**src/pkg/ipr_pkg.sv**
```systemverilog
// Constants for the extra interrupt enable and priority registers.
// Assumes a core that reaches them as 8-bit special function registers.
// How it works
// - Extra enable bits: ADC7 SPI6 PCA5 UART1-4 I2C1 USB0.
// - Enable one passes source, zero blocks it.
// - Base priority: T2,UART0,T1,INT1,T0,INT0 in bits 5:0.
// - Base priority at B8h, resets to 00h.
// - Extra priority bits mirror extra enable layout.
// - Extra priority at B7h, resets to 00h.
// - Priority one means high level, zero low.
// - Extra enable at A7h, resets to 00h.
package ipr_pkg;

  // ==========================================================================
  // Register map
  localparam logic [7:0] IPR_EXTRA_EN_ADDR   = 8'ha7;
  localparam logic [7:0] IPR_EXTRA_PRIO_ADDR = 8'hb7;
  localparam logic [7:0] IPR_BASE_PRIO_ADDR  = 8'hb8;
  localparam logic [7:0] IPR_EXTRA_EN_RST    = 8'h00;
  localparam logic [7:0] IPR_EXTRA_PRIO_RST  = 8'h00;
  localparam logic [7:0] IPR_BASE_PRIO_RST   = 8'h00;

  // ==========================================================================
  // Field layout
  localparam logic [7:0] IPR_EXTRA_MASK = 8'hf3;
  localparam logic [7:0] IPR_BASE_MASK  = 8'h3f;
  localparam int IPR_NUM_BASE  = 6;
  localparam int IPR_NUM_EXTRA = 6;
  localparam int IPR_NUM_SRC   = 12;

  // ==========================================================================
  // Service level tracker states, Gray coded along idle-low-nested-high.
  typedef enum logic [1:0] {
    IPR_IDLE   = 2'h0,
    IPR_LOW    = 2'h1,
    IPR_NESTED = 2'h3,
    IPR_HIGH   = 2'h2
  } ipr_state_t;

  // Packs an extra register into six live bits, dropping reserved 3:2.
  function automatic logic [5:0] ipr_pack(input logic [7:0] r);
    ipr_pack = {r[7:4], r[1:0]};
  endfunction : ipr_pack

endpackage : ipr_pkg

```
**src/rtl/ipr_level_track.sv**
```systemverilog
// Service level tracker: decides which pending level may be taken now.
// Assumes the core pulses ack on vector entry and reti on return.
`timescale 1ns/1ps
module ipr_level_track (
  input  wire logic clk_i,       // Core clock.
  input  wire logic rstn_i,      // Asynchronous reset, active low.
  input  wire logic ce_i,        // Clock enable.
  input  wire logic hi_pend_i,   // Enabled high level request pending.
  input  wire logic lo_pend_i,   // Enabled low level request pending.
  input  wire logic ack_i,       // Core enters a service routine.
  input  wire logic ack_hi_i,    // Entered routine is high level.
  input  wire logic reti_i,      // Core returns from a routine.
  output logic      take_hi_o,   // High request may interrupt now.
  output logic      take_lo_o,   // Low request may interrupt now.
  output logic      in_high_o    // A high level routine is running.
);
  import ipr_pkg::*;

  ipr_state_t state;
  ipr_state_t next_state;

  // ==========================================================================
  // Nesting state
  always_comb begin
    next_state = state;
    case (state)
      IPR_IDLE: begin
        if (ack_i) next_state = ack_hi_i ? IPR_HIGH : IPR_LOW;
      end
      IPR_LOW: begin
        if (ack_i && ack_hi_i) next_state = IPR_NESTED;
        else if (reti_i) next_state = IPR_IDLE;
      end
      IPR_NESTED: begin
        if (reti_i) next_state = IPR_LOW;
      end
      IPR_HIGH: begin
        if (reti_i) next_state = IPR_IDLE;
      end
      default: next_state = IPR_IDLE;
    endcase
  end

  always_ff @(posedge clk_i or negedge rstn_i) begin
    if (!rstn_i) begin
      state <= IPR_IDLE;
    end else if (ce_i) begin
      state <= next_state;
    end
  end

  // ==========================================================================
  // Take decisions, registered so the outputs come from flip-flops.
  // A high routine blocks everything; a low routine blocks only low.
  always_ff @(posedge clk_i or negedge rstn_i) begin
    if (!rstn_i) begin
      take_hi_o <= 1'b0;
      take_lo_o <= 1'b0;
      in_high_o <= 1'b0;
    end else if (ce_i) begin
      take_hi_o <= hi_pend_i && (next_state == IPR_IDLE ||
                                 next_state == IPR_LOW);
      take_lo_o <= lo_pend_i && !hi_pend_i &&
                   next_state == IPR_IDLE;
      in_high_o <= next_state == IPR_HIGH || next_state == IPR_NESTED;
    end
  end
endmodule : ipr_level_track

```
**src/rtl/ipr_regs.sv**
```systemverilog
// Extra interrupt enable and both priority registers, with level gating.
// Assumes the core's special function register port and a single clock;
// the main enable register and vector logic sit outside.
`timescale 1ns/1ps
module ipr_regs #(
  parameter int NSRC = ipr_pkg::IPR_NUM_SRC
) (
  input  wire logic            clk_i,        // Core clock, 125 MHz.
  input  wire logic            rstn_i,       // Asynchronous reset, low.
  input  wire logic            ce_i,         // Clock enable.
  input  wire logic [7:0]      sfr_addr_i,   // Register address.
  input  wire logic            sfr_wr_i,     // Write strobe.
  input  wire logic [7:0]      sfr_wdata_i,  // Write data.
  input  wire logic            sfr_rd_i,     // Read strobe.
  output logic      [7:0]      sfr_rdata_o,  // Read data, one cycle later.
  output logic                 sfr_hit_o,    // Read one cycle earlier hit this block.
  input  wire logic            global_en_i,  // Main enable from core.
  input  wire logic [5:0]      base_en_i,    // Base source enables.
  input  wire logic [NSRC-1:0] src_flag_i,   // Source request flags.
  input  wire logic            ack_i,        // Core takes a vector.
  input  wire logic            ack_hi_i,     // Taken vector is high.
  input  wire logic            reti_i,       // Core returns.
  output logic      [NSRC-1:0] src_en_o,     // Per source enable.
  output logic      [NSRC-1:0] src_prio_o,   // Per source priority.
  output logic                 take_hi_o,    // High request may enter.
  output logic                 take_lo_o,    // Low request may enter.
  output logic                 in_high_o     // High routine running.
);
  import ipr_pkg::*;

  logic [7:0]      extra_irq_enable;
  logic [7:0]      extra_irq_priority;
  logic [7:0]      base_irq_priority;
  logic            hi_pend;
  logic            lo_pend;
  logic [NSRC-1:0] next_en;
  logic [NSRC-1:0] next_prio;
  logic [NSRC-1:0] live;

  // ==========================================================================
  // Register writes. Reserved bits are not stored, so a stray write of
  // one there cannot leak into the source vectors and reads back as zero.
  always_ff @(posedge clk_i or negedge rstn_i) begin
    if (!rstn_i) begin
      extra_irq_enable <= IPR_EXTRA_EN_RST;
    end else if (ce_i && sfr_wr_i && sfr_addr_i == IPR_EXTRA_EN_ADDR) begin
      extra_irq_enable <= sfr_wdata_i & IPR_EXTRA_MASK;
    end
  end

  always_ff @(posedge clk_i or negedge rstn_i) begin
    if (!rstn_i) begin
      extra_irq_priority <= IPR_EXTRA_PRIO_RST;
    end else if (ce_i && sfr_wr_i && sfr_addr_i == IPR_EXTRA_PRIO_ADDR) begin
      extra_irq_priority <= sfr_wdata_i & IPR_EXTRA_MASK;
    end
  end

  always_ff @(posedge clk_i or negedge rstn_i) begin
    if (!rstn_i) begin
      base_irq_priority <= IPR_BASE_PRIO_RST;
    end else if (ce_i && sfr_wr_i && sfr_addr_i == IPR_BASE_PRIO_ADDR) begin
      base_irq_priority <= sfr_wdata_i & IPR_BASE_MASK;
    end
  end

  // ==========================================================================
  // Read port
  always_ff @(posedge clk_i or negedge rstn_i) begin
    if (!rstn_i) begin
      sfr_rdata_o <= 8'h00;
      sfr_hit_o   <= 1'b0;
    end else if (ce_i) begin
      sfr_hit_o   <= 1'b0;
      sfr_rdata_o <= 8'h00;
      if (sfr_rd_i) begin
        case (sfr_addr_i)
          IPR_EXTRA_EN_ADDR: begin
            sfr_rdata_o <= extra_irq_enable;
            sfr_hit_o   <= 1'b1;
          end
          IPR_EXTRA_PRIO_ADDR: begin
            sfr_rdata_o <= extra_irq_priority;
            sfr_hit_o   <= 1'b1;
          end
          IPR_BASE_PRIO_ADDR: begin
            sfr_rdata_o <= base_irq_priority;
            sfr_hit_o   <= 1'b1;
          end
          default: begin
            sfr_rdata_o <= 8'h00;
          end
        endcase
      end
    end
  end

  // ==========================================================================
  // Source vectors: bits 5:0 base sources, 11:6 USB, I2C, UART1, PCA,
  // SPI, ADC. The main enable gates the requests of all of them, but not src_en_o.
  always_comb begin
    next_en   = {ipr_pack(extra_irq_enable), base_en_i};
    next_prio = {ipr_pack(extra_irq_priority),
                 base_irq_priority[5:0]};
  end

  generate
    for (genvar i = 0; i < NSRC; i++) begin : g_live
      assign live[i] = src_flag_i[i] && next_en[i] && global_en_i;
    end
  endgenerate

  always_ff @(posedge clk_i or negedge rstn_i) begin
    if (!rstn_i) begin
      src_en_o   <= '0;
      src_prio_o <= '0;
      hi_pend    <= 1'b0;
      lo_pend    <= 1'b0;
    end else if (ce_i) begin
      src_en_o   <= next_en;
      src_prio_o <= next_prio;
      hi_pend    <= |(live & next_prio);
      lo_pend    <= |(live & ~next_prio);
    end
  end

  ipr_level_track u_track (
    .clk_i     (clk_i),
    .rstn_i    (rstn_i),
    .ce_i      (ce_i),
    .hi_pend_i (hi_pend),
    .lo_pend_i (lo_pend),
    .ack_i     (ack_i),
    .ack_hi_i  (ack_hi_i),
    .reti_i    (reti_i),
    .take_hi_o (take_hi_o),
    .take_lo_o (take_lo_o),
    .in_high_o (in_high_o)
  );
endmodule : ipr_regs

```
**config.mk**
```make
export PLATFORM = sky130hd
export DESIGN_NAME = ipr_regs
export DESIGN_NICKNAME = d
export VERILOG_FILES = /design/src/pkg/ipr_pkg.sv /design/src/rtl/ipr_level_track.sv /design/src/rtl/ipr_regs.sv
export SDC_FILE = /design/constraint.sdc
export NUM_CORES = 1
export LEC_CHECK = 0
export ABC_AREA = 1
export BUFFER_PORTS_ARGS = -buffer_cell sky130_fd_sc_hd__buf_2
export CORE_MARGIN = 5
export CORE_UTILIZATION = 35
export DETAILED_ROUTE_END_ITERATION = 8
export PLACE_DENSITY = 0.66
export SLEW_MARGIN = 10
export SYNTH_ARGS = -nofsm -noshare
export SYNTH_HDL_FRONTEND = slang
export SYNTH_SLANG_ARGS = --single-unit
export TNS_END_PERCENT = 30
```
**constraint.sdc**
```tcl
create_clock -name clk_i -period 0.9 [get_ports clk_i]
set_input_delay 0.045 -clock clk_i [delete_from_list [all_inputs] [get_ports clk_i]]
set_output_delay 0.045 -clock clk_i [all_outputs]
set_load 0.005 [all_outputs]
```
==> results.md, run 1 <==
* Status: finished, violations left
* Violated checks: setup timing
* Slew @ Worst Pin at 0.361 ns
* Total GRT Usage at 17.5%
* Cells after Synth at 342
* Max-slew headroom at 76.0%
* Post-synth top area share at 52.3%
* Die footprint at 9810 sq um
* Clock Latency Late Sink at 0.33 ns
* DR vias at 2773
* Synth top cells by count: 108 x nand2_1, 58 x dfrtp_1, 38 x nand3_1, 34 x nor2_1, 26 x o21ai_0
* Cell Area, Synth at 2780 sq um
* Final clock skew at 0.00480 ns
* Post-synth top flop: dfrtp_1
* Vias in the first global route at 2788
* CTS buffer count at 9
* Hold crit path type: in -> reg
* Drt pass-1 iters at 4
* Initial antenna violation count at 0
* CTS Sinks at 58
* Diodes inserted at 0
* Chip Width at 99.0 um
* Nets@finish at 530
* Routed length per placed instance at 13.9 um
* Final Worst Setup Slack at -0.154 ns
* Drc violations at 0
* Port Buf Inserts at 78
* Setup repair after global routing missed its margin: yes
* Crit Path Max Fanout at 2
* Max_cap viols at 0
* Setup Viol. Count Final at 12
* Crit path arrival time at 1.28 ns
* CP required at 1.12 ns
* Synthesized Nets at 385
* Final Critical Period at 1.05 ns
* First-pass GRT wire length at 13500 um
* Total chip power at 5.85 mW
* Fmax at 0.949 GHz
* Final GP Congestion at 0.854
* Proportion of layout cells with a drive suffix above 1 at 42.6%
* Pleak at 2.22 nW
* Fin area at 4170 sq um
* Capturing element type of the critical path: flop
* Power density over cell area at 1400 nW/um^2
* Top post-synthesis cells by area: dfrtp_1 52%, nand2_1 15%, nand3_1 6.9%
* Grt total ovfl at 0
* Final HPWL DP at 6120 um
* Top Ports at 79
* H-tree Lvls at 3
* Core ar. at 7730 sq um
* Crit Path Category: reg -> reg
* Initial Utilization at 35.9%
* Hold Vio Cnt, Final at 0
* Root Driver: clkbuf_8
* Post-synth EDFFs at 0
* DR iter-0 viols at 167
* Post-route ant nets at 0
* Layout area overhead at 50.3%
* Synth cell types at 23
* Post-synthesis sequential area ratio at 52.3%
* Largest net degree at the start of global routing at 55
* Chip height at 99.0 um
* #FFs+latches synth at 58
* Clock transition at the registers of the reported paths at 0.06 ns
* Site row count at 32
* Clk buf depth at 2
* Crit share post-route at 117%
* Dpl cell area at 3590 sq um
* Top-count cell post-synth: nand2_1
* Post-synth top area cell: dfrtp_1
* Layout filler cell count at 752
* Drt via density at 4.68
* CP Launch Type: flop
* Warnings from Yosys at 0
* Peak supply drop at 0.806 mV
* Post-synth ARST share at 100%
* Mean post-synth cell area at 8.11 sq um
* Max Slew Vio Count at 0
* TritonCTS clock tree: yes
* DRT Wirelength at 8260 um
[registers in the layout, summed over array words and instances (netlist names)]
name and flops:
u_track.take_lo_o 1, src_en_o 12, sfr_rdata_o 8, u_track.take_hi_o 1
u_track.in_high_o 1, extra_irq_enable 6, lo_pend 1, hi_pend 1
src_prio_o 12, extra_irq_priority 6, sfr_hit_o 1, u_track.state 2
base_irq_priority 6
[routing by layer]
metal  part of all wire [%]  global-route usage (%)  vias to the layer above
met1                     45                    23.3                     1293
met4                    2.0                    7.77                        0
met5                      0                       0                        -
met3                    4.9                    3.04                       13
li1                       -                       -                     1392
met2                     48                    27.8                       75
[critical path, stage by stage (launching register included)]
cell     delay (ns)
dfrtp_1        0.38
buf_4          0.14
nand4_1        0.07
nand2_1        0.06
nor2_1         0.11
nand2_1        0.07
nor2_1         0.09
nor2_1         0.04
[cells by family (layout without fill, tap and decap cells)]
logic type / Yosys count / count (layout) / synth area share (%)
simple gates: 207 / 207 / 33.4
compound gates: 36 / 36 / 7.57
flops: 58 / 58 / 52.3
buf+inv: 41 / 190 / 6.76
[where the power goes]
part	total [mW]	switching [mW]	internal, mW
logic	0.923	0.495	0.428
clock network	2.08	0.957	1.12
registers	2.85	0.0920	2.76
total	5.85	1.54	4.30
[what timing repair did]
action / in CTS / in global routing
setup buffers: 5 / 8
endpoints found under the hold margin: 81 / 0
pin swaps: 13 / 14
resized for setup: 34 / 23
endpoints found under the setup margin: 36 / 55
hold buffers: 15 / 0
[final timing paths]
| path | from | end | slack [ns] | depth (start not counted) |
|---|---|---|---|---|
| setup / recovery | base_irq_priority[0] | hi_pend | -0.15 | 7 |
| hold / removal | sfr_rd_i | sfr_rdata_o[4] | 0.05 | 3 |
| setup reg to reg | base_irq_priority[0] | hi_pend | -0.15 | 7 |
| hold reg to reg | src_en_o[6] | src_en_o[6] | 0.47 | 2 |
| max in group asynchronous | rstn_i | extra_irq_priority[4] | 0.33 | 3 |
| min in group asynchronous | rstn_i | u_track.take_lo_o | 0.07 | 2 |
[cells in the final DEF, fill, tap and decap left out, drive strengths merged]
| cell type | synthesis | layout |
|---|---|---|
| nor3 | 1 | 1 |
| clkinv | 0 | 3 |
| buf | 10 | 134 |
| o21a | 1 | 1 |
| nand4 | 13 | 13 |
| nand3 | 38 | 38 |
| o21ai | 29 | 29 |
| inv | 26 | 26 |
| clkbuf | 5 | 12 |
| a21oi | 4 | 4 |
| nand2 | 113 | 113 |
| o31ai | 2 | 2 |
| dfrtp | 58 | 58 |
| dlygate4sd3 | 0 | 15 |
| nor2 | 42 | 42 |
[final cells by class]
type,count,area [sq um],area share [%]
Sequential cell,58,1450,34.8
Multi-Input combinational cell,243,1280,30.6
Timing Repair Buffer,149,1050,25.1
Clock buffer,12,155,3.72
Tap cell,102,128,3.06
Inverter,26,97.6,2.34
Clock inverter,3,15.0,0.360
[per-stage QoR]
step	hold slack (ns)	setup TNS [ns]	setup WS (ns)	util, %	cells
6_report	0.0481	-0.810	-0.154	54.0	593
5_1_grt	0.0558	-2.31	-0.201	54.0	593
4_1_cts	0.0244	-0.670	-0.122	52.8	587
2_1_floorplan	-0.251	-0.0142	-0.00923	-	342
3_3_place_gp	-0.128	-2.48	-0.140	46.5	552
3_5_place_dp	-0.127	-3.21	-0.160	46.5	552
(Power assumes the default switching activity.)
==> run 2, diff against run 1 <==
--- a/config.mk
+++ b/config.mk
@@ -11,6 +11,7 @@
 export CORE_UTILIZATION = 35
 export DETAILED_ROUTE_END_ITERATION = 8
 export PLACE_DENSITY = 0.66
+export RECOVER_POWER = 100
 export SLEW_MARGIN = 10
 export SYNTH_ARGS = -nofsm -noshare
 export SYNTH_HDL_FRONTEND = slang
==> results.md, run 2 (same netlist as run 1, synthesis figures left out) <==
* Status: finished, violations left
* Violated checks: setup timing
* Most frequent CP cell: nor2_1
* H-tree Lvls at 3
* Site row count at 32
* TritonCTS clock tree: yes
* Capturing element type of the critical path: flop
* Slew @ Worst Pin at 0.363 ns
* WP buf/inv at 1
* Routed length per placed instance at 14.0 um
* Footprint of the multi-input gates at 1270 sq um
* Port Buf Inserts at 78
* Die footprint at 9810 sq um
* Layout area overhead at 48.9%
* Pleak at 2.19 nW
* Drt via density at 4.63
* Drc violations at 0
* CP max-delay cell: dfrtp_1
* Crit share post-route at 117%
* Final Critical Period at 1.05 ns
* Clock Latency Late Sink at 0.33 ns
* DRT Wirelength at 8290 um
* Max Slew Vio Count at 0
* CTS Sinks at 58
* Drt pass-1 iters at 4
* Initial Utilization at 35.9%
* CP Cell Sequence: buf_4 > nand4_1 > nand2_1 > nor2_1 > nand2_1 > nor2_1 > nor2_1
* Hold Vio Cnt, Final at 0
* Max_cap viols at 0
* Most common cell after layout, fill and taps aside: nand2_1
* Crit Path Max Fanout at 2
* Proportion of layout cells with a drive suffix above 1 at 40.3%
* Initial antenna violation count at 0
* Top Registers: src_en_o (12), src_prio_o (12), sfr_rdata_o (8)
* Root Driver: clkbuf_8
* Largest net degree at the start of global routing at 55
* Most frequent cells in the layout: 103 x nand2_1, 75 x buf_2, 58 x dfrtp_1
* Final clock skew at 0.00507 ns
* Peak supply drop at 0.813 mV
* Total GRT Usage at 17.5%
* Final HPWL DP at 6120 um
* DR vias at 2745
* CTS buffer count at 9
* Crit path arrival time at 1.27 ns
* Area taken by flip-flops and latches at 1450 sq um
* Setup WS pre-CTS at -0.160 ns
* Max-slew headroom at 75.8%
* CP peak stage delay at 0.38 ns
* Clock transition at the registers of the reported paths at 0.06 ns
* Setup repair after global routing missed its margin: yes
* Top Ports at 79
* First-pass GRT wire length at 13500 um
* Vias in the first global route at 2788
* Core ar. at 7730 sq um
* CP Launch Type: flop
* DR iter-0 viols at 164
* Crit Path Category: reg -> reg
* Nets@finish at 530
* Final Worst Setup Slack at -0.150 ns
* CP required at 1.12 ns
* Chip Width at 99.0 um
* Total chip power at 5.85 mW
* Clk buf depth at 2
* Chip height at 99.0 um
* Grt total ovfl at 0
* Final GP Congestion at 0.854
* Power density over cell area at 1420 nW/um^2
* Top delay family on crit path: simple AND/OR/NAND/NOR gates
* Setup Viol. Count Final at 13
* Final setup TNS at -0.836 ns
* Diodes inserted at 0
* Hold crit path type: in -> reg
* Layout filler cell count at 761
* Fmax at 0.952 GHz
* Post-route ant nets at 0
==> run 2: cell count changes in the layout (fill, tap and decap cells not counted), sizes merged <==
cell	before	now
clkbuf	12	25
buf	134	121
==> run 2: final cells by class <==
type / count / share of cell area (%)
sequential: 58 / 35.1
inverter: 26 / 2.36
clock buffer: 12 / 3.76
tap: 102 / 3.09
multi-input combinational: 243 / 30.6
clock inverter: 3 / 0.363
timing repair buffer: 149 / 24.7
==> run 2: metrics by stage <==
stage	cell area (sq um)	instances	util [%]	hold WS [ns]
global route	4130	593	53.5	0.0558
CTS	4080	587	52.8	0.0244
global placement	3590	552	46.5	-0.128
detailed placement	3590	552	46.5	-0.127
finish	4130	593	53.5	0.0464
floorplan	2780	342	-	-0.251
==> run 2: repair_timing <==
item | 4_1_cts | 5_1_grt
pin swaps | 13 | 14
endpoints found under the hold margin | 81 | 0
setup endpoints to repair | 36 | 55
resized for setup | 34 | 23
cloned | 0 | 0
hold buffers | 15 | 0
setup buffers | 5 | 8
==> run 2: final timing paths <==
| kind | depth (start not counted) | endpoint | slack, ns | startpoint |
|---|---|---|---|---|
| min in group asynchronous | 2 | u_track.take_lo_o | 0.11 | rstn_i |
| worst max register to register | 7 | hi_pend | -0.15 | base_irq_priority[0] |
| worst min register to register | 2 | src_en_o[4] | 0.47 | src_en_o[4] |
| max in group asynchronous | 3 | extra_irq_enable[4] | 0.20 | rstn_i |
| worst max-delay path | 7 | hi_pend | -0.15 | base_irq_priority[0] |
| worst min-delay path | 3 | sfr_rdata_o[4] | 0.05 | sfr_rd_i |
==> run 2: metal layers <==
| metal | vias to the layer above | global-route usage, % | routed length (um) |
|---|---|---|---|
| met5 | - | 0 | 0 |
| met4 | 0 | 7.77 | 164 |
| met3 | 14 | 3.04 | 424 |
| met2 | 70 | 27.8 | 3910 |
| met1 | 1272 | 23.3 | 3790 |
| li1 | 1389 | - | - |
==> run 2: worst min-delay path, delay by kind of cell <==
kind | cells | cell delay, ns
and+or+nand+nor | 2 | 0.13
buffers and inverters | 1 | 0.17
==> run 2: where the power goes <==
part	leakage, nW	total [mW]	switching [mW]	internal [mW]
Sequential	0.687	2.85	0.0915	2.76
Clock	0.0920	2.09	0.972	1.12
Combinational	1.41	0.910	0.494	0.416
==> run 3, diff against run 2 <==
--- a/config.mk
+++ b/config.mk
@@ -10,7 +10,7 @@
 export CORE_MARGIN = 5
 export CORE_UTILIZATION = 35
 export DETAILED_ROUTE_END_ITERATION = 8
-export PLACE_DENSITY = 0.66
+export PLACE_DENSITY = 0.63
 export RECOVER_POWER = 100
 export SLEW_MARGIN = 10
 export SYNTH_ARGS = -nofsm -noshare
==> constraint.sdc (replaced) <==
create_clock -name clk_i -period 1.3 [get_ports clk_i]
set_input_delay 0.065 -clock clk_i [delete_from_list [all_inputs] [get_ports clk_i]]
set_output_delay 0.065 -clock clk_i [all_outputs]
set_load 0.005 [all_outputs]
==> results.md, run 3 (same netlist as run 1, synthesis figures left out) <==
* Clk buf depth at 2
* Gate power share at 12.6%
* Setup repair after global routing missed its margin: no
* Sw Ratio at 25.9%
* Sequential share of power at 51.8%
* Max-slew headroom at 47.5%
* Crit Path Max Fanout at 4
* Peak supply drop at 0.403 mV
* Hold Vio Cnt, Final at 0
* Die footprint at 9810 sq um
* Largest net degree at the start of global routing at 59
* Global routing met1 resource utilization at 22.3%
* Top delay family on crit path: simple AND/OR/NAND/NOR gates
* Proportion of layout cells with a drive suffix above 1 at 20.1%
* Clock network fraction of design power at 35.6%
* TritonCTS clock tree: yes
* Drc violations at 0
* H-tree Lvls at 3
* Fmax at 0.911 GHz
* Final HPWL DP at 5970 um
* Final Worst Setup Slack at 0.202 ns
* Pleak at 1.83 nW
* CP peak stage delay at 0.36 ns
* CP Cell Sequence: inv_1 > nand2_1 > o21ai_0 > nand2_1 > nor2_1 > nand2_1 > nand2_1
* Routed length per placed instance at 14.3 um
* Met2 Usage GRT at 24.9%
* Drt via density at 4.81
* Power Internal at 2.82 mW
* Layout filler cell count at 807
* Grt met3 use at 3.96%
* CP max-delay cell: dfrtp_1
* Slew @ Worst Pin at 0.787 ns
* Site row count at 32
* Initial antenna violation count at 0
* Final Critical Period at 1.10 ns
* Core ar. at 7730 sq um
* Setup Viol. Count Final at 0
* Layout area overhead at 26.1%
* Final clock skew at 0.00522 ns
* CTS buffer count at 9
* Capturing element type of the critical path: flop
* Most frequent CP cell: nand2_1
* Crit Path Category: reg -> reg
* Grt total ovfl at 0
* Max Slew Vio Count at 0
* Status: finished clean
* Max_cap viols at 0
* DR vias at 2616
* Net Switching at 0.989 mW
* Most common cell after layout, fill and taps aside: nand2_1
* Diodes inserted at 0
* Chip height at 99.0 um
* Post-route ant nets at 0
* Crit share post-route at 84.4%
* Hold crit path type: in -> reg
* Setup WS pre-CTS at 0.200 ns
* Crit path arrival time at 1.36 ns
* Final setup TNS at 0 ns
* CTS Sinks at 58
* CP Launch Type: flop
* Most frequent cells in the layout: 109 x nand2_1, 58 x dfrtp_1, 54 x buf_2
* First-pass GRT wire length at 12800 um
* Final GP Congestion at 0.900
* WP buf/inv at 1
* Vias in the first global route at 2601
* Initial Utilization at 35.9%
* Top Registers: src_en_o (12), src_prio_o (12), sfr_rdata_o (8)
* Clock transition at the registers of the reported paths at 0.06 ns
* Drt pass-1 iters at 5
* DR iter-0 viols at 149
* DRT Wirelength at 7770 um
* Total GRT Usage at 16.4%
* Power density over cell area at 1090 nW/um^2
* GRT busiest layer: met2
* Port Buf Inserts at 78
* Chip Width at 99.0 um
* CP required at 1.57 ns
* Top Ports at 79
* Root Driver: clkbuf_8
* # resized after CTS at 0
* Clock Latency Late Sink at 0.33 ns
* Nets@finish at 482
## run 3: cell count changes in the layout (fill, tap and decap cells not counted), sizes merged
cell         before  now
clkinv            3    0
clkbuf           25   42
dlygate4sd3      15   13
buf             121   60
## run 3: path summary, 6_finish.rpt
path / depth (start not counted) / slack [ns] / startpoint / to
max: 7 / 0.20 / u_track.state[1] / u_track.take_lo_o
min: 3 / 0.01 / base_en_i[5] / src_en_o[5]
max reg2reg: 7 / 0.20 / u_track.state[1] / u_track.take_lo_o
min reg2reg: 2 / 0.47 / src_en_o[6] / src_en_o[6]
max in group asynchronous: 3 / 0.32 / rstn_i / src_prio_o[6]
min in group asynchronous: 3 / 0.47 / rstn_i / src_en_o[3]
## run 3: through the flow
step	power, mW	utilization [%]	instances	instance area (sq um)	hold WS, ns
floorplan	2.22	-	342	2780	-0.231
global placement	2.47	42.6	517	3290	0.0903
detailed placement	2.49	42.6	517	3290	0.0990
CTS	3.88	46.2	544	3570	0.00607
global route	4.01	45.3	544	3500	0.0161
finish	3.81	45.3	544	3500	0.0137
## run 3: area by class of cell
cell class / count / area, sq um / area share [%]
Sequential cell: 58 / 1450 / 41.5
Clock buffer: 14 / 153 / 4.36
Inverter: 26 / 97.6 / 2.79
Tap cell: 102 / 128 / 3.65
Timing Repair Buffer: 101 / 556 / 15.9
Multi-Input combinational cell: 243 / 1120 / 31.9
## run 3: tightest hold or removal path, delay by kind of cell
family / cells / cell delay [ns]
buffers and inverters: 1 / 0.13
AND/OR/NAND/NOR: 2 / 0.11
## run 3: power by group through the flow
| stage | Sequential [mW] | Clock, mW | Combinational, mW |
|---|---|---|---|
| after floorplan | 2.00 | 0 | 0.220 |
| after global placement | 2.00 | 0 | 0.470 |
| after detailed placement | 2.00 | 0 | 0.482 |
| after CTS | 1.97 | 1.39 | 0.514 |
| after global routing | 1.99 | 1.47 | 0.551 |
| final | 1.98 | 1.36 | 0.479 |
## run 3: repair_timing
action	4_1_cts	5_1_grt
hold endpoints to repair	73	0
hold buffers	13	0
setup buffers	0	0
## run 3: per-layer routing
metal	up-vias	wire [um]
met5	-	0
met4	0	177
met3	10	511
met2	100	3480
met1	1216	3600
li1	1290	-
